==> config.mk <==
export PLATFORM = sky130hd
export DESIGN_NAME = dual_counter_capture_output
export DESIGN_NICKNAME = d
export VERILOG_FILES = /design/src/design/timer_pkg.sv /design/src/design/clock_prescaler.sv /design/src/design/dual_counter_capture_output.sv
export VERILOG_INCLUDE_DIRS = /design/src /design/src/design
export SDC_FILE = /design/constraint.sdc
export NUM_CORES = 1
export LEC_CHECK = 0
export ABC_CLOCK_PERIOD_IN_PS = 9950
export CORE_ASPECT_RATIO = 0.6
export CORE_MARGIN = 2
export CORE_UTILIZATION = 29
export DETAILED_ROUTE_END_ITERATION = 12
export DONT_BUFFER_PORTS = 1
export GPL_TIMING_DRIVEN = 0
export PLACE_DENSITY = 0.51
export SLEW_MARGIN = 20
export SYNTH_ARGS = -nofsm -noshare
export SYNTH_HDL_FRONTEND = slang
export SYNTH_SLANG_ARGS = --single-unit
export TNS_END_PERCENT = 30
==> constraint.sdc <==
create_clock -name clk_sys -period 9.95 [get_ports clk_sys]
set_input_delay 0.4975 -clock clk_sys [delete_from_list [all_inputs] [get_ports clk_sys]]
set_output_delay 0.4975 -clock clk_sys [all_outputs]
set_load 0.01 [all_outputs]
==> src/design/timer_cfg.svh <==
// Offsets, field positions and constant values of the dual counter block
`ifndef TIMER_CFG_SVH
`define TIMER_CFG_SVH

// Register offsets
`define OFF_BYTE_CTL     4'h0
`define OFF_SHARED_CTL   4'h1
`define OFF_WORD_CTL     4'h2
`define OFF_BYTE_RELOAD  4'h4
`define OFF_WORD_HOLD_LO 4'h6
`define OFF_WORD_HOLD_HI 4'h7
`define OFF_WCAP_LO      4'h8
`define OFF_WCAP_HI      4'h9
`define OFF_BCAP_LO      4'hA
`define OFF_BCAP_HI      4'hB
`define OFF_IRQ_STATUS   4'hC
`define OFF_IRQ_CLEAR    4'hD
`define OFF_IRQ_ENABLE   4'hE

// Byte and word control fields
`define BIT_RUN          7
`define BIT_SINGLE       6
`define BIT_TMO          5
`define BIT_PRE_HI       4
`define BIT_PRE_LO       3
`define BIT_CAP_IE       2
`define BIT_TMO_IE       1
`define BIT_PIN_SEL      0

// Shared control fields
`define BIT_ALT_MODE     7
`define BIT_P36_EN       6
`define BIT_FN_HI        5
`define BIT_FN_LO        4
`define BIT_DEMOD        3
`define BIT_EDGE_NEG     1
`define BIT_EDGE_POS     0

// Interrupt status bit positions
`define IRQ_BCAP         0
`define IRQ_BTMO         1
`define IRQ_WCAP         2
`define IRQ_WTMO         3

// Values
`define BYTE_FULL        8'hFF
`define BYTE_ZERO        8'h00
`define WORD_ZERO        16'h0000
`define FN_AND           2'h0
`define FN_OR            2'h1
`define FN_NOR           2'h2
`define FN_NAND          2'h3

`endif

==> src/design/timer_pkg.sv <==
// Types shared by the dual counter block
package timer_pkg;

   // Prescaler state
   typedef struct packed {
      logic [2:0] cnt;
      logic       tick;
   } prescale_state_t;

   // Whole state of the counter block
   typedef struct packed {
      logic       b_run;
      logic       b_tmo;
      logic [1:0] b_pre;
      logic       b_cap_ie;
      logic       b_tmo_ie;
      logic       b_pin_sel;
      logic       alt_mode;
      logic       p36_en;
      logic [1:0] p36_fn;
      logic       demod;
      logic       edge_neg;
      logic       edge_pos;
      logic       w_run;
      logic       w_single;
      logic       w_tmo;
      logic [1:0] w_pre;
      logic       w_cap_ie;
      logic       w_tmo_ie;
      logic       w_pin_sel;
      logic [7:0] b_reload;
      logic [7:0] w_hold_lo;
      logic [7:0] w_hold_hi;
      logic [7:0] b_cnt;
      logic [15:0] w_cnt;
      logic [7:0] b_cap_hi;
      logic [7:0] b_cap_lo;
      logic [7:0] w_cap_hi;
      logic [7:0] w_cap_lo;
      logic [3:0] irq_stat;
      logic [3:0] irq_en;
      logic       demod_prev;
      logic       b_out;
      logic       w_out;
      logic       p34;
      logic       p35;
      logic       p36;
      logic       irq;
      logic [7:0] rdata;
   } timer_state_t;

endpackage : timer_pkg

==> src/design/clock_prescaler.sv <==
// Divide-by-1/2/4/8 tick generator for one counter
`timescale 1ns/1ns
`default_nettype none
module clock_prescaler
   import timer_pkg::*;
#(
   parameter int CNT_W = 3
) (
   input  wire logic       clk_sys, // System clock
   input  wire logic       rst,     // Async reset, high
   input  wire logic [1:0] sel,     // 0 clk, 1 half, 2 quarter, 3 eighth
   output logic            tick     // One-cycle count pulse
);

   prescale_state_t s_q;
   prescale_state_t s_d;
   logic [CNT_W-1:0] mask;

   // Next divider state
   always_comb begin
      mask = CNT_W'((1 << sel) - 1);
      s_d = s_q;
      s_d.cnt = s_q.cnt + 3'h1;
      s_d.tick = ((s_q.cnt & mask) == mask);
   end

   // State register
   always_ff @(posedge clk_sys or posedge rst) begin
      if (rst) begin
         s_q <= '0;
      end else begin
         s_q <= s_d;
      end
   end

   assign tick = s_q.tick;

endmodule : clock_prescaler
`default_nettype wire

==> src/design/dual_counter_capture_output.sv <==
// Byte and word counters with capture, alternation and pin routing
`include "timer_cfg.svh"
`timescale 1ns/1ns
`default_nettype none
module dual_counter_capture_output
   import timer_pkg::*;
(
   input  wire logic       clk_sys,       // System clock
   input  wire logic       rst,           // Power-on reset, async high
   input  wire logic       stop_recovery, // Stop recovery reset pulse
   input  wire logic [3:0] addr,          // Register offset
   input  wire logic [7:0] wdata,         // Write data
   input  wire logic       wr,            // Write strobe
   input  wire logic       rd,            // Read strobe
   output logic      [7:0] rdata,         // Read data, cycle after rd
   input  wire logic       demod_in,      // Pulse input to demodulate
   input  wire logic [2:0] port_data,     // Port data for bits 6:4
   output logic            port3_bit4,    // Pin bit 4
   output logic            port3_bit5,    // Pin bit 5
   output logic            port3_bit6,    // Pin bit 6
   output logic            irq            // Level interrupt
);

   timer_state_t s_q;
   timer_state_t s_d;
   logic         b_tick;
   logic         w_tick;
   logic         wr_b;
   logic         wr_s;
   logic         wr_w;
   logic         neg_edge;
   logic         pos_edge;
   logic         comb_out;
   logic [3:0]   ev;

   // Byte counter clock divider
   clock_prescaler #(.CNT_W(3)) u_byte_pre (
      .clk_sys (clk_sys),
      .rst     (rst),
      .sel     (s_q.b_pre),
      .tick    (b_tick)
   );

   // Word counter clock divider
   // word clock select
   clock_prescaler #(.CNT_W(3)) u_word_pre (
      .clk_sys (clk_sys),
      .rst     (rst),
      .sel     (s_q.w_pre),
      .tick    (w_tick)
   );

   // Decodes and input edges
   assign wr_b = wr && (addr == `OFF_BYTE_CTL);
   assign wr_s = wr && (addr == `OFF_SHARED_CTL);
   assign wr_w = wr && (addr == `OFF_WORD_CTL);
   assign neg_edge = s_q.demod_prev && !demod_in;
   assign pos_edge = !s_q.demod_prev && demod_in;

   // Next state of the whole block
   always_comb begin
      s_d = s_q;
      ev = 4'h0;
      s_d.demod_prev = demod_in;

      // Control register writes
      if (wr_b) begin
         s_d.b_run = wdata[`BIT_RUN];
         s_d.b_pre = wdata[`BIT_PRE_HI:`BIT_PRE_LO];
         s_d.b_cap_ie = wdata[`BIT_CAP_IE];
         s_d.b_tmo_ie = wdata[`BIT_TMO_IE];
         s_d.b_pin_sel = wdata[`BIT_PIN_SEL];
         if (wdata[`BIT_TMO]) begin
            s_d.b_tmo = 1'b0;
         end
         if (wdata[`BIT_RUN] && !s_q.b_run) begin
            s_d.b_cnt = s_q.demod ? `BYTE_FULL : s_q.b_reload;
         end
      end
      if (wr_s) begin
         s_d.alt_mode = wdata[`BIT_ALT_MODE];
         s_d.p36_en = wdata[`BIT_P36_EN];
         s_d.p36_fn = wdata[`BIT_FN_HI:`BIT_FN_LO];
         s_d.demod = wdata[`BIT_DEMOD];
         if (wdata[`BIT_EDGE_NEG]) begin
            s_d.edge_neg = 1'b0;
         end
         if (wdata[`BIT_EDGE_POS]) begin
            s_d.edge_pos = 1'b0;
         end
      end
      if (wr_w) begin
         s_d.w_run = wdata[`BIT_RUN];
         s_d.w_single = wdata[`BIT_SINGLE];
         s_d.w_pre = wdata[`BIT_PRE_HI:`BIT_PRE_LO];
         s_d.w_cap_ie = wdata[`BIT_CAP_IE];
         s_d.w_tmo_ie = wdata[`BIT_TMO_IE];
         s_d.w_pin_sel = wdata[`BIT_PIN_SEL];
         if (wdata[`BIT_TMO]) begin
            s_d.w_tmo = 1'b0;
         end
         if (wdata[`BIT_RUN] && !s_q.w_run) begin
            s_d.w_cnt = {s_q.w_hold_hi, s_q.w_hold_lo};
         end
      end
      if (wr && addr == `OFF_BYTE_RELOAD) begin
         s_d.b_reload = wdata;
      end
      if (wr && addr == `OFF_WORD_HOLD_LO) begin
         s_d.w_hold_lo = wdata;
      end
      if (wr && addr == `OFF_WORD_HOLD_HI) begin
         s_d.w_hold_hi = wdata;
      end
      if (wr && addr == `OFF_IRQ_ENABLE) begin
         s_d.irq_en = wdata[3:0];
      end
      if (wr && addr == `OFF_IRQ_CLEAR) begin
         s_d.irq_stat = s_q.irq_stat & ~wdata[3:0];
      end

      // Byte counter
      if (s_q.b_run) begin
         if (s_q.demod && (neg_edge || pos_edge)) begin
            if (neg_edge) begin
               s_d.b_cap_hi = s_q.b_cnt;
               s_d.edge_neg = 1'b1;
            end else begin
               s_d.b_cap_lo = s_q.b_cnt;
               s_d.edge_pos = 1'b1;
            end
            ev[`IRQ_BCAP] = 1'b1;
            s_d.b_cnt = `BYTE_FULL;
         end else if (b_tick) begin
            if (s_q.b_cnt == `BYTE_ZERO) begin
               s_d.b_tmo = 1'b1;
               ev[`IRQ_BTMO] = 1'b1;
               if (s_q.demod) begin
                  // wrap to full and go on
                  s_d.b_cnt = `BYTE_FULL;
               end else begin
                  s_d.b_cnt = s_q.b_reload;
                  s_d.b_out = !s_q.b_out;
                  if (s_q.alt_mode) begin
                     s_d.b_run = 1'b0;
                     s_d.w_run = 1'b1;
                     s_d.w_cnt = {s_q.w_hold_hi, s_q.w_hold_lo};
                  end
               end
            end else begin
               s_d.b_cnt = s_q.b_cnt - 8'h01;
            end
         end
      end

      // Word counter
      if (s_q.w_run) begin
         // edge response only with bit 6 clear
         if (s_q.demod && !s_q.w_single && (neg_edge || pos_edge)) begin
            // word capture split in two bytes
            s_d.w_cap_hi = s_q.w_cnt[15:8];
            s_d.w_cap_lo = s_q.w_cnt[7:0];
            s_d.w_cnt = {s_q.w_hold_hi, s_q.w_hold_lo};
            ev[`IRQ_WCAP] = 1'b1;
         end else if (w_tick) begin
            if (s_q.w_cnt == `WORD_ZERO) begin
               s_d.w_tmo = 1'b1;
               ev[`IRQ_WTMO] = 1'b1;
               s_d.w_cnt = {s_q.w_hold_hi, s_q.w_hold_lo};
               if (!s_q.demod) begin
                  s_d.w_out = !s_q.w_out;
                  if (s_q.w_single) begin
                     s_d.w_run = 1'b0;
                  end
                  if (s_q.alt_mode) begin
                     s_d.w_run = 1'b0;
                     s_d.b_run = 1'b1;
                     s_d.b_cnt = s_q.b_reload;
                  end
               end
            end else begin
               s_d.w_cnt = s_q.w_cnt - 16'h0001;
            end
         end
      end

      // Sticky status, set wins over clear
      // word events gated by enables
      // byte capture gated by byte enable
      s_d.irq_stat[`IRQ_BCAP] = s_d.irq_stat[`IRQ_BCAP]
                                | (ev[`IRQ_BCAP] & s_q.b_cap_ie);
      // byte timeout gated by byte enable
      s_d.irq_stat[`IRQ_BTMO] = s_d.irq_stat[`IRQ_BTMO]
                                | (ev[`IRQ_BTMO] & s_q.b_tmo_ie);
      s_d.irq_stat[`IRQ_WCAP] = s_d.irq_stat[`IRQ_WCAP]
                                | (ev[`IRQ_WCAP] & s_q.w_cap_ie);
      s_d.irq_stat[`IRQ_WTMO] = s_d.irq_stat[`IRQ_WTMO]
                                | (ev[`IRQ_WTMO] & s_q.w_tmo_ie);
      s_d.irq = |(s_d.irq_stat & s_d.irq_en);

      // Stop recovery clears run, timeout, mode, pin and output fields; keeps the rest
      if (stop_recovery) begin
         s_d.b_run = 1'b0;
         s_d.b_tmo = 1'b0;
         s_d.b_tmo_ie = 1'b0;
         s_d.b_pin_sel = 1'b0;
         s_d.w_run = 1'b0;
         s_d.w_single = 1'b0;
         s_d.w_tmo = 1'b0;
         s_d.w_tmo_ie = 1'b0;
         s_d.w_pin_sel = 1'b0;
         s_d.alt_mode = 1'b0;
         s_d.p36_en = 1'b0;
         s_d.demod = 1'b0;
         s_d.b_out = 1'b0;
         s_d.w_out = 1'b0;
      end

      // Pin routing
      // output combination
      unique case (s_d.p36_fn)
         `FN_AND:  comb_out = s_d.b_out & s_d.w_out;
         `FN_OR:   comb_out = s_d.b_out | s_d.w_out;
         `FN_NOR:  comb_out = ~(s_d.b_out | s_d.w_out);
         `FN_NAND: comb_out = ~(s_d.b_out & s_d.w_out);
      endcase
      s_d.p34 = s_d.b_pin_sel ? s_d.b_out : port_data[0];
      s_d.p35 = s_d.w_pin_sel ? s_d.w_out : port_data[1];
      s_d.p36 = s_d.p36_en ? comb_out : port_data[2];

      // Read data, valid the cycle after rd
      s_d.rdata = 8'h00;
      if (rd) begin
         unique case (addr)
            `OFF_BYTE_CTL: begin
               s_d.rdata = {s_q.b_run, 1'b0, s_q.b_tmo, s_q.b_pre,
                            s_q.b_cap_ie, s_q.b_tmo_ie, s_q.b_pin_sel};
            end
            `OFF_SHARED_CTL: begin
               s_d.rdata = {s_q.alt_mode, s_q.p36_en, s_q.p36_fn,
                            s_q.demod, 1'b0, s_q.edge_neg, s_q.edge_pos};
            end
            `OFF_WORD_CTL: begin
               s_d.rdata = {s_q.w_run, s_q.w_single, s_q.w_tmo, s_q.w_pre,
                            s_q.w_cap_ie, s_q.w_tmo_ie, s_q.w_pin_sel};
            end
            `OFF_BYTE_RELOAD:  s_d.rdata = s_q.b_reload;
            `OFF_WORD_HOLD_LO: s_d.rdata = s_q.w_hold_lo;
            `OFF_WORD_HOLD_HI: s_d.rdata = s_q.w_hold_hi;
            `OFF_WCAP_LO:      s_d.rdata = s_q.w_cap_lo;
            `OFF_WCAP_HI:      s_d.rdata = s_q.w_cap_hi;
            `OFF_BCAP_LO:      s_d.rdata = s_q.b_cap_lo;
            `OFF_BCAP_HI:      s_d.rdata = s_q.b_cap_hi;
            `OFF_IRQ_STATUS:   s_d.rdata = {4'h0, s_q.irq_stat};
            `OFF_IRQ_ENABLE:   s_d.rdata = {4'h0, s_q.irq_en};
            default:           s_d.rdata = 8'h00;
         endcase
      end
   end

   // State register; power-on reset clears all
   // run clears at reset
   always_ff @(posedge clk_sys or posedge rst) begin
      if (rst) begin
         s_q <= '0;
      end else begin
         s_q <= s_d;
      end
   end

   // Registered outputs
   assign rdata = s_q.rdata;
   assign port3_bit4 = s_q.p34;
   assign port3_bit5 = s_q.p35;
   assign port3_bit6 = s_q.p36;
   assign irq = s_q.irq;

endmodule : dual_counter_capture_output
`default_nettype wire

==> impl_summary.txt <==
----------------------------------------------------
[Placement]
  Placed wire-length estimate ... 17800 um
  Post-placement worst setup slack ... a little over 7 ns
  Cell area after placement ... around 7400 um2
  Count of input and output buffers ... 0
  Routability-driven placement congestion ratio ... ~0.96

[STA]
  Hold Fails Final Rpt ... 0
  Minimum setup slack in the final design ... around 7.3 ns
  Final Critical Period ... approximately 2.7 ns
  WHS ... between 0.09 and 0.1 ns
  Setup repair after global routing missed its margin ... no
  Final setup vio count ... 0
  Final-layout setup total negative slack ... 0 ns
  Slew at the pin closest to its max-slew limit ... between 1 and 1.5 ns
  Max-slew headroom at the worst pin ... about a quarter
  Final period utilization ... 27.1%
  Worst clock skew ... 0.00708 ns
  Number of max-slew violations in the final report ... 0
  Maximum frequency from static timing analysis ... approximately 370 MHz

[Power and ir drop]
  Worst-case vdd ir drop ... 96.9 uV
  Leak Pwr ... between 3 and 4 nW
  Power density cells ... about 210 nW/um2
  Share of total power in combinational logic ... approximately 18%
  P_sw ... 0.528 mW
  Portion of total power attributed to the clock network ... 39.1%
  Switching share of total power ... a little under a third
  Total internal power ... around 1.2 mW
  Sequential cell fraction of total power ... ~43%

[Die]
  Number of primary I/O pins ... 33
  Count of standard-cell rows ... 43
  Total Die Area ... between 20000 and 30000 um2
  Initial core utilization ... between 20% and 30%
  Die Y-Extent ... between 100 and 150 um
  Horizontal die dimension ... a little over 200 um
  Core outline area ... about 23000 um2

[Worst setup path]
  Max stage delay cell, worst path ... nor2_1
  CP Depth ... 5
  Reg2Reg Setup Slack ... between 7 and 8 ns
  Startpoint of the worst register-to-register path ... s_q[14]
  Sort of element at the start of the critical path ... flop
  Worst Path Buf+Inv ... 0
  Destination of the worst register-to-register timing path ... s_q[43]
  Worst setup path start ... s_q[14]
  Data arrival at the endpoint of the critical path ... 3.01 ns
  Delay-heaviest family, CP ... simple AND/OR/NAND/NOR gates
  Kind of end point of the critical path ... flop
  Largest stage delay on the critical path ... ~0.88 ns
  Crit-path max FO ... 9
  Number of cells on the worst reg-to-reg path ... 5
  End of the critical path ... s_q[43]
  Category of the critical setup timing path ... reg2reg
  Critical path, cell by cell ... ha_1 -> nor2b_1 -> nand2_1 -> nor2_1 -> mux2_2
  Worst path required time ... roughly 10 ns

[CTS]
  TritonCTS clock tree ... done
  Insertion delay to the later sink of the worst-skew pair ... between 0.4 and 0.5 ns
  Clock transition at the registers of the reported paths ... about 0.06 ns
  Clock tree buffer depth ... 2
  Clock net sink count ... about 130
  Total setup buffers inserted after CTS ... 0
  Total CTS buffers ... 17
  Clock root buffer ... clkbuf_16
  Number of levels in the clock H-tree ... 4

[Synthesis]
  Synthesis warning total ... 0
  Dominant combinational cell family by area after synthesis ... simple AND/OR/NAND/NOR gates
  Area of the mapped netlist ... around 7000 um2
  Cell count after synthesis ... 658
  Synth top area share ... 47.5%
  Sequential area share after synthesis ... 47.5%
  Xor-xnor portion of the synthesized cell area ... 0.875%
  Count of cell types in the netlist ... 80
  Adder-cell area share of the yosys netlist ... under 10%
  Dominant cell type by area after synthesis ... dfrtp_1
  Compound-gate portion of the synthesized area ... around 16%
  Simple-gate share of the synthesized area ... 16.2%
  Async S/R FF share, synth ... between 90% and 100%
  Syn avg cell area ... ~11 um2
  Mux contribution to synthesized area ... 13.9%
  Predominant post-synthesis flop cell ... dfrtp_1
  Number of nets produced by synthesis ... just under 700
  FF+latch count, synth ... roughly 130
  Number of synthesized flops with an enable pin ... 0
  Biggest area contributors in the synthesized netlist ... dfrtp_1 48%, mux2_2 11%, nand2_1 4.1%, a21oi_1 2.2%, o21ai_0 2.0%
  Cell with the most instances after synthesis ... dfrtp_1
  Top post-synthesis cells by count ... 133 x dfrtp_1, 77 x nand2_1, 69 x mux2_2

[Detailed routing]
  Drc violations ... 0
  Total via count after detailed routing ... between 5000 and 6000
  Number of optimization iterations in the first detailed-route pass ... 7
  Final routed wire length divided by cell count ... about 23 um
  Post-route antenna net violation count ... 0
  DRC marker count from the first detailed-route iteration ... around 630
  Post-detailed-routing wire length ... between 20000 and 25000 um
  Ratio of routed vias to standard cells ... ~5.6

[Min path]
  Worst hold path type ... in2reg

[GRT]
  Antenna violations before repair ... 1
  Maximum number of pins on one net before global-route repair ... 73
  Overflow left after global routing ... 0
  Vias in the first global route ... ~5300
  First-pass GRT wire length ... 35200 um
  Global routing usage summed across all routing layers ... between 10% and 20%

[Final layout]
  Filler cell count ... between 2000 and 2500
  Layout Utilization ... between 30 and 40%
  Number of antenna cells inserted ... 0
  Syn-to-layout area delta ... 15.1%
  Final #Nets ... ~710
  Share of final-layout standard cells stronger than drive strength 1 ... around a quarter
  Design Area, Final ... roughly 8000 um2

[Outcome]
  Result of the run ... completed

[Run]
  Number of max-cap violations ... 0

----------------------------------------------------
==> worst register-to-register path, cell delays in order, from the launching register on <==
cell,delay [ns]
dfrtp_1,0.36
ha_1,0.31
nor2b_1,0.34
nand2_1,0.25
nor2_1,0.88
mux2_2,0.43
==> cell usage in the layout (no fill, tap or decap), types with 6 or more instances in the layout <==
| cell type | instances |
|---|---|
| a21oi_1 | 31 |
| a22oi_1 | 11 |
| a31oi_1 | 9 |
| a32o_1 | 6 |
| and3_1 | 6 |
| buf_2 | 16 |
| buf_4 | 9 |
| clkbuf_1 | 9 |
| clkbuf_16 | 17 |
| dfrtp_1 | 133 |
| ha_1 | 7 |
| inv_1 | 22 |
| mux2_2 | 69 |
| mux2i_1 | 13 |
| nand2_1 | 77 |
| nand3_1 | 20 |
| nor2_1 | 36 |
| nor2b_1 | 7 |
| nor3_1 | 16 |
| o21ai_0 | 28 |
| o21ai_1 | 7 |
| o22ai_1 | 7 |
==> power groups by stage <==
stage,Clock (mW),Combinational [mW],Sequential (mW)
floorplan,0,0.233,0.689
global placement,0,0.294,0.738
detailed placement,0,0.298,0.738
CTS,0.677,0.300,0.729
global route,0.699,0.335,0.743
finish,0.665,0.304,0.733
==> how the worst min path moves through the flow <==
stage / from / to / depth (start not counted)
floorplan: u_byte_pre.s_q[3] / u_byte_pre.s_q[3] / 1
global placement: u_word_pre.s_q[3] / u_word_pre.s_q[3] / 1
detailed placement: rst / u_word_pre.s_q[1] / 1
CTS: demod_in / s_q[14] / 0
global route: demod_in / s_q[14] / 0
finish: demod_in / s_q[14] / 0
==> layer usage <==
layer | vias up | share of wire (%) | GRT usage [%]
li1 | 2450 | - | -
met1 | 2853 | 53 | 32.9
met2 | 296 | 34 | 20.9
met3 | 18 | 12 | 6.28
met4 | 0 | 0.80 | 4.65
met5 | - | 0 | 0
==> registers in the layout (all words and copies together) (netlist names) <==
| signal | cells |
|---|---|
| u_byte_pre.tick | 1 |
| port3_bit5 | 1 |
| u_word_pre.s_q | 3 |
| rdata | 8 |
| s_q | 113 |
| port3_bit6 | 1 |
| u_word_pre.tick | 1 |
| irq | 1 |
| u_byte_pre.s_q | 3 |
| port3_bit4 | 1 |
==> timing repair <==
item | 4_1_cts | 5_1_grt
endpoints found under the setup margin | 0 | 0
resized for setup | 0 | 0
hold buffers | 1 | 0
hold endpoints to repair | 36 | 0
==> metrics by stage <==
step | power (mW) | instances
2_1_floorplan | 0.922 | 658
3_3_place_gp | 1.03 | 973
3_5_place_dp | 1.04 | 974
4_1_cts | 1.71 | 1007
5_1_grt | 1.78 | 1007
6_report | 1.70 | 1007
==> area by class of cell <==
class                           count  area (um2)  share of cell area, %
Buffer                             37         228                   2.82
Clock buffer                       24         502                   6.22
Clock inverter                      8         120                   1.49
Inverter                           24        97.6                   1.21
Multi-Input combinational cell    464        3360                   41.6
Sequential cell                   133        3330                   41.3
Tap cell                          315         394                   4.89
Timing Repair Buffer                2        37.5                  0.465
==> cell families (layout without fill, tap and decap cells) <==
kind of cell / count (synthesis) / after routing
simple gates: 209 / 209
mux: 85 / 85
flops: 133 / 133
fa+ha+maj: 7 / 7
xor+xnor: 7 / 7
compound gates: 156 / 156
buf+inv: 61 / 95
No activity file was read; power rests on OpenSTA's default activity.
